--- src/core/rstm_consts.vh ---
// Constants for the reset sequence trigger map.
// Included by the sequencer and its configuration store; definitions only.
`ifndef RSTM_CONSTS_VH
`define RSTM_CONSTS_VH
// Sequence codes: which sequence runs
`define RSTM_SEQ_W 3
`define RSTM_SEQ_NONE 3'h0
`define RSTM_SEQ_DESTR 3'h1
`define RSTM_SEQ_EXT_LONG 3'h2
`define RSTM_SEQ_FUNC_LONG 3'h3
`define RSTM_SEQ_FUNC_SHORT 3'h4
// Pin-reset selection codes held in the configuration store
`define RSTM_SEL_W 2
`define RSTM_SEL_EXT_LONG 2'h0
`define RSTM_SEL_FUNC_LONG 2'h1
`define RSTM_SEL_FUNC_SHORT 2'h2
// Default phase lengths in cycles
`define RSTM_PH_W 16
`define RSTM_DESTR_CYC 16'h0040
`define RSTM_BIST_CYC 16'h0100
`define RSTM_LONG_CYC 16'h0020
`define RSTM_SHORT_CYC 16'h0008
`define RSTM_ZERO_CYC 16'h0000
`define RSTM_ONE_CYC 16'h0001
// One-hot states
`define RSTM_ST_W 4
`define RSTM_ST_RUN 4'h1
`define RSTM_ST_SEQ 4'h2
`define RSTM_ST_FINAL 4'h4
`define RSTM_ST_POWER 4'h8
`endif

--- src/core/rstm_cfg_store.v ---
// Holds the pin-reset sequence selection and the self-test choice.
// Loaded from nonvolatile shadow data on every load strobe; read data registered.
`timescale 1ns/1ps
`include "rstm_consts.vh"
module rstm_cfg_store (
    input wire ref_clk,                    // System clock
    input wire sys_rst,                    // Synchronous reset, active high
    input wire load,                       // Shadow data valid pulse
    input wire [`RSTM_SEL_W-1:0] sel_in,   // Pin-reset selection from shadow
    input wire bist_in,                    // Self test enable from shadow
    output reg [`RSTM_SEL_W-1:0] sel,      // Stored selection
    output reg bist_en                     // Stored self test enable
);
    always @(posedge ref_clk) begin
        if (sys_rst) begin
            sel <= `RSTM_SEL_EXT_LONG;
            bist_en <= 1'b0;
        end else if (load) begin
            sel <= sel_in;
            bist_en <= bist_in;
        end
    end
endmodule

--- src/core/rstm_seq.v ---
// Reset sequence trigger map: picks the reset sequence per trigger and drives the reset pin.
// Assumes triggers are synchronous to ref_clk; the pin is open drain with an outside pull-up.
//
// Function
// - A functional sequence pulls the pin low only when its source is enabled to drive it.
// - A destructive source starts only the destructive sequence, ended by pin release.
// - The destructive sequence runs or skips self test per shadow configuration.
// - A pin assertion starts a long external, long or short functional sequence, never destructive.
// - A pin assertion starts a sequence only when running with the pin released before.
// - A long functional source starts only the long functional sequence.
// - A short functional source starts only the short functional sequence.
// - An outside low on the pin keeps the device in the final phase until released.
// - An outside low does not block a destructive sequence, it only prolongs the final phase.
`timescale 1ns/1ps
`include "rstm_consts.vh"
module rstm_seq #(
    parameter DESTR_CYC = `RSTM_DESTR_CYC,
    parameter BIST_CYC = `RSTM_BIST_CYC,
    parameter LONG_CYC = `RSTM_LONG_CYC,
    parameter SHORT_CYC = `RSTM_SHORT_CYC
) (
    input wire ref_clk,                          // System clock
    input wire sys_rst,                          // Synchronous reset, active high
    input wire low_supply_detector,              // Low supply event, level
    input wire high_supply_detector,             // High supply event, level
    input wire func_long_req,                    // Functional source, long reset, pulse
    input wire func_short_req,                   // Functional source, short reset, pulse
    input wire functional_reset_pin_drive_enable, // Triggering source may drive pin
    input wire shadow_load,                      // Shadow config valid pulse
    input wire [`RSTM_SEL_W-1:0] shadow_sel,     // Pin-reset sequence selection
    input wire shadow_bist,                      // Self test enable
    input wire rst_pin_in,                       // Reset pin level, low = asserted
    output reg rst_pin_out,                      // Reset pin drive value, always low
    output reg rst_pin_oe_n,                     // Low while driving the pin
    output reg [`RSTM_SEQ_W-1:0] seq_kind,       // Sequence in progress
    output reg bist_run,                         // Self test running
    output reg in_final_phase,                   // Final reset phase
    output reg device_running                    // Out of reset
);
    wire [`RSTM_SEL_W-1:0] cfg_sel;
    wire cfg_bist;
    reg [`RSTM_ST_W-1:0] state;
    reg [`RSTM_ST_W-1:0] next_state;
    reg [`RSTM_PH_W-1:0] count;
    reg [`RSTM_PH_W-1:0] next_count;
    reg [`RSTM_SEQ_W-1:0] next_kind;
    reg next_drive;
    reg next_bist;
    reg drive;
    reg pin_prev;
    wire destr_ev;
    wire pin_fall;
    wire bist_pick;
    wire [`RSTM_SEQ_W-1:0] pin_kind;

    rstm_cfg_store u_cfg (
        .ref_clk(ref_clk),
        .sys_rst(sys_rst),
        .load(shadow_load),
        .sel_in(shadow_sel),
        .bist_in(shadow_bist),
        .sel(cfg_sel),
        .bist_en(cfg_bist)
    );

    // Maps a pin-reset selection to the sequence it starts
    function [`RSTM_SEQ_W-1:0] pin_seq;
        input [`RSTM_SEL_W-1:0] s;
        begin
            case (s)
                `RSTM_SEL_FUNC_LONG: pin_seq = `RSTM_SEQ_FUNC_LONG;
                `RSTM_SEL_FUNC_SHORT: pin_seq = `RSTM_SEQ_FUNC_SHORT;
                default: pin_seq = `RSTM_SEQ_EXT_LONG;
            endcase
        end
    endfunction

    // Cycle length of the internal part of a sequence
    function [`RSTM_PH_W-1:0] seq_len;
        input [`RSTM_SEQ_W-1:0] k;
        input b;
        begin
            case (k)
                `RSTM_SEQ_DESTR: seq_len = b ? BIST_CYC[`RSTM_PH_W-1:0]
                                             : DESTR_CYC[`RSTM_PH_W-1:0];
                `RSTM_SEQ_FUNC_SHORT: seq_len = SHORT_CYC[`RSTM_PH_W-1:0];
                default: seq_len = LONG_CYC[`RSTM_PH_W-1:0];
            endcase
        end
    endfunction

    assign destr_ev = low_supply_detector | high_supply_detector;
    // Shadow data may arrive on the very edge that leaves reset; the store shows it
    // one cycle too late for the power-up decision, so take it straight from the inputs
    assign bist_pick = shadow_load ? shadow_bist : cfg_bist;
    // Decoded once so the pin branch cannot disagree with itself
    assign pin_kind = pin_seq(cfg_sel);
    // Edge of the pin seen from a released state; our own drive cannot trigger it
    assign pin_fall = pin_prev & ~rst_pin_in & ~drive;

    always @* begin
        next_state = state;
        next_count = count;
        next_kind = seq_kind;
        next_drive = drive;
        next_bist = bist_run;
        if (destr_ev) begin
            next_state = `RSTM_ST_POWER;
            next_kind = `RSTM_SEQ_DESTR;
            next_drive = 1'b1;
            next_bist = 1'b0;
            next_count = `RSTM_ZERO_CYC;
        end else begin
            case (state)
                `RSTM_ST_POWER: begin
                    next_state = `RSTM_ST_SEQ;
                    next_bist = bist_pick;
                    next_count = seq_len(`RSTM_SEQ_DESTR, bist_pick);
                end
                `RSTM_ST_RUN: begin
                    next_kind = `RSTM_SEQ_NONE;
                    next_drive = 1'b0;
                    if (pin_fall) begin
                        next_kind = pin_kind;
                        next_state = `RSTM_ST_SEQ;
                        // Only the external sequence holds the pin itself; functional
                        // ones leave it to the outside party that pulled it
                        next_drive = (pin_kind == `RSTM_SEQ_EXT_LONG);
                        next_count = seq_len(pin_kind, 1'b0);
                    end else if (func_long_req) begin
                        next_kind = `RSTM_SEQ_FUNC_LONG;
                        next_state = `RSTM_ST_SEQ;
                        next_drive = functional_reset_pin_drive_enable;
                        next_count = LONG_CYC[`RSTM_PH_W-1:0];
                    end else if (func_short_req) begin
                        next_kind = `RSTM_SEQ_FUNC_SHORT;
                        next_state = `RSTM_ST_SEQ;
                        next_drive = functional_reset_pin_drive_enable;
                        next_count = SHORT_CYC[`RSTM_PH_W-1:0];
                    end
                end
                `RSTM_ST_SEQ: begin
                    next_count = count - `RSTM_ONE_CYC;
                    if (count <= `RSTM_ONE_CYC) begin
                        next_state = `RSTM_ST_FINAL;
                        next_drive = 1'b0;
                        next_bist = 1'b0;
                    end
                end
                `RSTM_ST_FINAL: begin
                    if (rst_pin_in)
                        next_state = `RSTM_ST_RUN;
                end
                default: next_state = `RSTM_ST_POWER;
            endcase
        end
    end

    always @(posedge ref_clk) begin
        if (sys_rst) begin
            state <= `RSTM_ST_POWER;
            count <= `RSTM_ZERO_CYC;
            seq_kind <= `RSTM_SEQ_DESTR;
            drive <= 1'b1;
            bist_run <= 1'b0;
            pin_prev <= 1'b0;
            rst_pin_out <= 1'b0;
            rst_pin_oe_n <= 1'b0;
            in_final_phase <= 1'b0;
            device_running <= 1'b0;
        end else begin
            state <= next_state;
            count <= next_count;
            seq_kind <= next_kind;
            drive <= next_drive;
            bist_run <= next_bist;
            pin_prev <= rst_pin_in;
            // Open drain: the value never changes, only the enable does
            rst_pin_out <= 1'b0;
            rst_pin_oe_n <= ~next_drive;
            in_final_phase <= (next_state == `RSTM_ST_FINAL);
            device_running <= (next_state == `RSTM_ST_RUN);
        end
    end
endmodule

--- config.mk ---
export PLATFORM = sky130hd
export DESIGN_NAME = rstm_seq
export DESIGN_NICKNAME = d
export VERILOG_FILES = /design/src/core/rstm_cfg_store.v /design/src/core/rstm_seq.v
export VERILOG_INCLUDE_DIRS = /design/src /design/src/core
export SDC_FILE = /design/constraint.sdc
export NUM_CORES = 1
export LEC_CHECK = 0
export BUFFER_PORTS_ARGS = -buffer_cell sky130_fd_sc_hd__buf_2
export CAP_MARGIN = 40
export CORE_MARGIN = 2
export CORE_UTILIZATION = 62
export DETAILED_ROUTE_END_ITERATION = 6
export GPL_ROUTABILITY_DRIVEN = 1
export PLACE_DENSITY_LB_ADDON = 0.12
export SLEW_MARGIN = 0
export SYNTH_ARGS = -nofsm -noshare
export SYNTH_HDL_FRONTEND = slang
export SYNTH_SLANG_ARGS = --single-unit
--- constraint.sdc ---
create_clock -name ref_clk -period 5.3 [get_ports ref_clk]
set_clock_uncertainty 0.15 [all_clocks]
set_input_delay 0.53 -clock ref_clk [delete_from_list [all_inputs] [get_ports ref_clk]]
set_output_delay 0.53 -clock ref_clk [all_outputs]
set_load 0.01 [all_outputs]
-- After elaboration in Yosys (flattened, before gate mapping)
Index checks and enable logic that the tools add are counted.
- add/subtract/negate cells: 1
- magnitude comparators: 1
- equal/unequal tests: 13
- multiplexer cells: 26
- bitwise logic cells: 6
- reduce and logical (&&, ||, !) cells: 5
- operators with widths (kind ; count):
    16-bit two-way mux ; 3
    16-bit one-hot mux with 3 select lines ; 1
    4-bit two-way mux ; 6
    16-bit by 1-bit <= comparator with 1-bit output, second input constant ; 1
    4-bit one-hot mux with 4 select lines ; 1
    16-bit by 1-bit subtractor with 16-bit output, second input constant ; 1
    7-bit one-hot mux with 2 select lines ; 1
    3-bit two-way mux ; 3
    9-bit two-way mux ; 1
    4-bit by 1-bit equality test with 1-bit output, second input constant ; 2
    4-bit by 3-bit equality test with 1-bit output, second input constant ; 2
    1-bit two-way mux ; 7
    3-bit one-hot mux with 2 select lines ; 1
    4-bit by 2-bit equality test with 1-bit output, second input constant ; 1
    4-bit equality test, second input constant ; 1
    4-bit inequality test, second input constant ; 1
    1-bit one-hot mux with 2 select lines ; 2
    2-bit AND reduction ; 2
    3-bit by 1-bit equality test with 1-bit output, second input constant ; 1
    3-bit by 2-bit equality test with 1-bit output, second input constant ; 1
    3-bit equality test, second input constant ; 1
    1-bit inverter ; 3
    3-bit nonzero test ; 1
    1-bit AND ; 2
    6 further kinds ; 6
- bits in registers: 32
- input bits: 12
- output and inout port bits: 8
- logic and storage cells: 63

-- Longest topological paths before layout
Gate-level depths: netlist of the first run.
- word-level depth: 7
- mapped depth: 7
- depth with buffers taken out: 6

-- Modules after synthesis
From an unflattened synthesis of the first run, not the netlist that was laid out.
- cell total of the unflattened synthesis: 207
- area, all modules: 1784.2 µm²
- by module, submodules not included (module ; instances ; cells each ; area each (µm²)):
    rstm_seq ; 1 ; 198 ; 1682.9
    rstm_cfg_store ; 1 ; 9 ; 101.3

-- Least setup slack after synthesis of the first run
OpenSTA, ideal clock, no wires.
- path type: reg-to-reg
- from: register state[1]
- to: register count[1]
- library setup time: 80 ps
- arrival time: 1862 ps
- setup slack: 3208 ps
- stages on the path, launching flop included: 8
- path through: dfxtp_1 > buf_6 > or4b_4 > buf_6 > nor4_4 > buf_6 > nor2_4 > a211oi_2
- longest elaborated chain between the ends: 3
- RTL lines (element ; line ; source):
    from (decl) ; rstm_seq.v:42 ; reg [`RSTM_ST_W-1:0] state;
    from (signal assigned) ; rstm_seq.v:161 ; state <= `RSTM_ST_POWER;
    from (signal assigned) ; rstm_seq.v:172 ; state <= next_state;
    4-bit by 1-bit equality test with 1-bit output, or another cell as far along ; -- ;
    4-bit inequality test (no line) / 3-bit nonzero test (equally long branches) ; -- ;
    2-bit AND reduction (no line) ; -- ;
    to (signal assigned) ; rstm_seq.v:162 ; count <= `RSTM_ZERO_CYC;
    to (signal assigned) ; rstm_seq.v:173 ; count <= next_count;
    to (decl) ; rstm_seq.v:44 ; reg [`RSTM_PH_W-1:0] count;
Parallel ways exist; a longest one is shown, timed or not.
A chain may end at the register's enable or synchronous reset.

-- Final worst setup path of the first run
- from: register count[5]
- to: register rst_pin_oe_n
- longest elaborated chain between the ends: 5
- RTL lines (element ; line ; source):
    16-bit by 1-bit <= comparator with 1-bit output (no line) ; -- ;
    1-bit two-way mux ; rstm_seq.v:144 ; if (count <= `RSTM_ONE_CYC) begin
    1-bit one-hot mux with 2 select lines ; rstm_seq.v:114 ; case (state)
    1-bit two-way mux ; rstm_seq.v:107 ; if (destr_ev) begin
    1-bit inverter ; rstm_seq.v:180 ; rst_pin_oe_n <= ~next_drive;
    to (signal assigned) ; rstm_seq.v:180 ;
    to (decl) ; rstm_seq.v:34 ; output reg rst_pin_oe_n,
No other way between the ends.

==> impl_metrics.ini, run 1 <==
[min_path]
min_from = sys_rst
whs_path_depth = 2
min_path_type = input port to register
min_to = pin_prev

[layout]
final-seq-area_um2 = 641
fin_nets = 239
area_growth_pct = 9.52
mostFrequentLayoutCells = dfxtp_1, buf_2, nor2_1
final_layout_size_suffix_gt1_share_pct = 21.1
final_common_cell = dfxtp_1
num_antenna_cells = 0
fill_cells = 213
multi_input_area_um2 = 1030

[sta]
min_period_over_period_pct = 47.9
slew_headroom_pct = 51.6
setup_viol = 0
fin_crit_ns = 2.54
max_freq_ghz = 0.394
hold_viol = 0
rsz0062_at_grt = false
tightestPinTransition_ns = 0.721
hold_slack_ns = 0.274
worst_slack_ns = 2.76
slew_viol_final = 0
setup-tns-final_ns = 0

[run_status]
outcome = completed

[logic_synthesis]
synth_top_family_by_area = simple AND/OR/NAND/NOR gates
syn_inst = 201
ys_ff_latch = 32
syn_avg_cell_area_um2 = 8.90
ys_types = 53
syn_nets = 218
syn_area_um2 = 1790
synth_compound_area_share_pct = 17.7
synth-adder-area-share_pct = 3.50
synth_edf_count = 0
synth_simple_gate_area_share_pct = 29.4
synth_ff_type = dfxtp_1
async_reset_ff_share_pct = 0
synth_mux_area_share_pct = 6.16
synthXorXnorAreaFrac_pct = 0.490
seq_area_frac_synth_pct = 35.8
ys_warn_count = 0

[floorplan]
dieArea_um2 = 3330
top_level_ports = 20
core_area_um2 = 2760
die_h_um = 57.7
die_width_um = 57.7
num_rows = 19
initial_core_util_pct = 64.8

[setup_path]
endpoint_kind = register
reg2reg_from = count[5]
worstRegToRegCells = 4
start_kind = register
crit_start = count[5]
critical_path_class = register to register
worst-path-max-fanout = 7
ff2ff_setup_slack_ns = 2.76
worst_ep_required_time_ns = 5.42
reg2reg_to = rst_pin_oe_n
worst-endpoint-arrival_ns = 2.66

[global_routing]
grt_max_degree = 19
grt_pass1_vias = 1558
grt_pass1_wl_um = 7200
grtUsageTotal_pct = 27.6
overflow = 0
antenna_found_initial = 0

[drt]
wire_per_inst_um = 16.5
dr.pass1.iters = 5
drc = 0
drt_first_iter_violations = 72
via_per_inst = 6.56
route.antenna.remaining_nets = 0
wirelength_um = 4180
vias = 1667

[power]
netSwitchingFraction_pct = 26.3
power.leakage_nw = 0.833
combPwrFrac_pct = 12.9
switching_power_w = 0.000119
intPower_w = 0.000334
peakVddDrop_mv = 0.229
seq_power_share_pct = 55.1
pwr-share-clk_pct = 32.0
p_per_area_nw_per_um2 = 231

[cts]
clockBufferDepth = 2
cts_tree = done
cts_setup_buffers = 0
cts_made_buffers = 5
htree_levels = 2
clk_latency_ns = 0.33
cts_resized = 0
clock_sinks = 32
clock-root-buffer = clkbuf_4
ctsHoldBuffers = 0
path_clk_slew_ns = 0.10

[placed_design]
portBuffers = 18
pre_cts_ws_ns = 2.66
dp_hpwl_um = 3050
routabilityCongestion = 0.881

[flow_run]
drv_cap = 0
## cells in the mapped netlist (all sizes together) (2+ instances only)
library cell,number,share of area [%]
o21ai,5,1.4
o211ai,3,1.3
nor4b,4,2.0
dfxtp,32,36
o31ai,6,2.5
nand3,11,3.1
nor2,15,3.6
mux2i,11,6.2
o311ai,2,0.98
a211oi,2,1.4
nor4,9,4.0
or3,2,0.70
or4,5,2.3
o21ba,2,1.1
nand3b,8,3.4
clkbuf,4,0.91
buf,8,3.7
inv,10,2.1
nor3b,2,1.1
nor3,9,2.5
a21oi,11,3.1
or3b,2,0.98
nand2,10,2.1
a31oi,4,1.4
ha,5,3.5
nor2b,2,0.70
or4b,2,1.3
## metal layers
layer	GRT usage [%]	wire, µm	vias to the layer above
li1	-	-	804
met1	37.5	1880	797
met2	45.1	2030	59
met3	6.03	219	7
met4	6.31	49	0
met5	0	0	-
## how the worst max path moves through the flow
| stage | depth (start not counted) | slack (ns) | endpoint |
|---|---|---|---|
| after detailed placement | 5 | 2.66 | count[1] |
| final | 4 | 2.76 | rst_pin_oe_n |
| after global routing | 4 | 2.56 | drive |
| after global placement | 5 | 2.77 | count[1] |
| after floorplan | 7 | 3.21 | count[1] |
| after CTS | 4 | 2.82 | rst_pin_oe_n |
## worst max-delay path, cell delays in order (launching register included)
cell and delay [ns]:
dfxtp_1 0.37, nor3_1 0.59, nand3_1 0.37, nor3_1 0.69, o221a_2 0.31
## kinds of logic after synthesis
kind of cell	after synthesis
simple gates	85
flops	32
other cells	1
mux	11
buf+inv	22
xor+xnor	1
compound gates	44
fa+ha+maj	5
## stage by stage
| step | total power (W) | utilization, % | cells | instance area [µm²] |
|---|---|---|---|---|
| 6_report | 0.000453 | 71.0 | 254 | 1960 |
| 3_3_place_gp | 0.000310 | 67.5 | 241 | 1860 |
| 3_5_place_dp | 0.000313 | 68.5 | 245 | 1890 |
| 2_1_floorplan | 0.000297 | - | 201 | 1790 |
| 5_1_grt | 0.000471 | 71.0 | 254 | 1960 |
| 4_1_cts | 0.000453 | 70.7 | 253 | 1950 |
## flip-flops by register name, indices dropped and copies added, names as in the netlist, 2 cells and up
register   count
seq_kind       3
u_cfg.sel      2
count         16
state          4
## area by class of cell
cell class	instances	area share, %
clock buffers	6	2.62
multi-input cells	147	52.7
well taps	31	1.98
repair buffers	26	7.54
clock inverters	2	0.511
inverters	10	1.92
flip-flops and latches	32	32.7
## power by group through the flow
stage          Combinational, W  Clock, W  Sequential (W)
2_1_floorplan         0.0000441         0        0.000253
3_3_place_gp          0.0000556         0        0.000254
3_5_place_dp          0.0000577         0        0.000255
4_1_cts               0.0000579  0.000146        0.000249
5_1_grt               0.0000646  0.000156        0.000250
6_report              0.0000587  0.000145        0.000250
(Power assumes the default switching activity.)
==> inputs of run 2 (changes only) <==
--- a/config.mk
+++ b/config.mk
@@ -9,7 +9,7 @@
 export BUFFER_PORTS_ARGS = -buffer_cell sky130_fd_sc_hd__buf_2
 export CAP_MARGIN = 40
 export CORE_MARGIN = 2
-export CORE_UTILIZATION = 62
+export CORE_UTILIZATION = 57
 export DETAILED_ROUTE_END_ITERATION = 6
 export GPL_ROUTABILITY_DRIVEN = 1
 export PLACE_DENSITY_LB_ADDON = 0.12
==> constraint.sdc (replaced) <==
create_clock -name ref_clk -period 2.5 [get_ports ref_clk]
set_clock_uncertainty 0.15 [all_clocks]
set_input_delay 0.25 -clock ref_clk [delete_from_list [all_inputs] [get_ports ref_clk]]
set_output_delay 0.25 -clock ref_clk [all_outputs]
set_load 0.01 [all_outputs]
==> impl_metrics.ini, run 2 (synthesis results as in run 1) <==
[setup_path]
path_buf_inv = 1
worst_path_max_delay_cell = or3b_2
critical_path_class = register to register
crit_path_max_incr_delay_ns = 0.49
worstPathCellList = inv_1, ha_1, or3b_2, or4_1, nor4_1, mux2i_1
crit_start = count[0]
worst_ep_required_time_ns = 2.63
reg2reg_to = count[14]
endpoint_kind = register
critical-path-top-delay-family = simple AND/OR/NAND/NOR gates
worst-path-max-fanout = 7
start_kind = register
reg2reg_from = count[0]
worstRegToRegCells = 6
ff2ff_setup_slack_ns = 0.25
worst-endpoint-arrival_ns = 2.38

[floorplan]
num_rows = 20
top_level_ports = 20
die_width_um = 60.0
initial_core_util_pct = 59.0
die_h_um = 60.0
dieArea_um2 = 3600
core_area_um2 = 3030

[placed_design]
dp_hpwl_um = 2960
portBuffers = 18
routabilityCongestion = 0.895

[sta]
rsz0062_at_grt = false
max_freq_ghz = 0.444
setup-tns-final_ns = 0
slew_viol_final = 0
setup_viol = 0
fin_crit_ns = 2.25
min_period_over_period_pct = 90.2
hold_viol = 0
slew_headroom_pct = 64.8
tightestPinTransition_ns = 0.526

[layout]
mostFrequentLayoutCells = dfxtp_1, buf_2, nor2_1
final_layout_size_suffix_gt1_share_pct = 22.3
top_regs = count: 16 flops, state: 4 flops, seq_kind: 3 flops
fill_cells = 257
num_antenna_cells = 0
top_register = count
final_core_util_pct = 67.0
largest_reg_flops = 16
area_growth_pct = 13.5
fin_nets = 245
final_common_cell = dfxtp_1

[min_path]
min_to = pin_prev
min_path_type = input port to register
min_from = rst_pin_in
whs_path_depth = 2

[drt]
route.antenna.remaining_nets = 0
wirelength_um = 4150
vias = 1627
drc = 0
drt_first_iter_violations = 81
via_per_inst = 5.96
dr.pass1.iters = 4
wire_per_inst_um = 15.2

[power]
power.total_w = 0.000978
peakVddDrop_mv = 0.419
power.leakage_nw = 0.862
p_per_area_nw_per_um2 = 482

[cts]
clock_sinks = 32
cts_resized = 0
cts_tree = done
clock-root-buffer = clkbuf_4
path_clk_slew_ns = 0.10
clk_latency_ns = 0.35
htree_levels = 2
clockBufferDepth = 2
cts_made_buffers = 5

[global_routing]
overflow = 0
antenna_found_initial = 0
grt_pass1_wl_um = 7070
grt_pass1_vias = 1521
grt_max_degree = 19
grtUsageTotal_pct = 26.5

[flow_run]
drv_cap = 0

[run_status]
outcome = completed
## run 2: power by group
group,internal (W),switching (W)
logic,0.0000604,0.0000700
registers,0.000519,0.00000931
clock network,0.000134,0.000185
total,0.000713,0.000264
## run 2: how the worst max path moves through the flow
stage                endpoint  slack [ns]  depth (start not counted)
global placement    count[14]        0.37                          6
finish              count[14]        0.25                          6
detailed placement  count[14]        0.24                          6
floorplan            count[1]        0.41                          7
global route        count[14]        0.14                          6
CTS                 count[14]        0.23                          6
## run 2: timing repair
item	4_1_cts	5_1_grt
endpoints found under the hold margin	4	0
setup buffers	0	0
hold buffers	3	0
## run 2: layer usage
layer  routed length [µm]  share of wire, %  track usage [%]
met1                 1890                46             34.3
met2                 1950                47             40.8
met3                  251               6.0             9.09
met4                   59               1.4             9.52
met5                    0                 0                0
## run 2: area by class of cell
type                            instances  area [µm²]  share of cell area, %
Timing Repair Buffer                   32         203                   9.99
Sequential cell                        32         641                   31.6
Clock inverter                          2        10.0                  0.493
Tap cell                               44        55.1                   2.71
Multi-Input combinational cell        147        1030                   50.9
Clock buffer                            6        51.3                   2.53
Inverter                               10        37.5                   1.85
## run 2: metrics by stage
stage | setup slack, ns | instance area [µm²] | hold slack (ns) | cells
after floorplan | 0.408 | 1790 | 0.172 | 201
after global placement | 0.369 | 1930 | 0.292 | 261
after detailed placement | 0.238 | 1940 | 0.314 | 262
after CTS | 0.232 | 2030 | 0.0314 | 273
after global routing | 0.144 | 2030 | 0.0342 | 273
final | 0.246 | 2030 | 0.0556 | 273
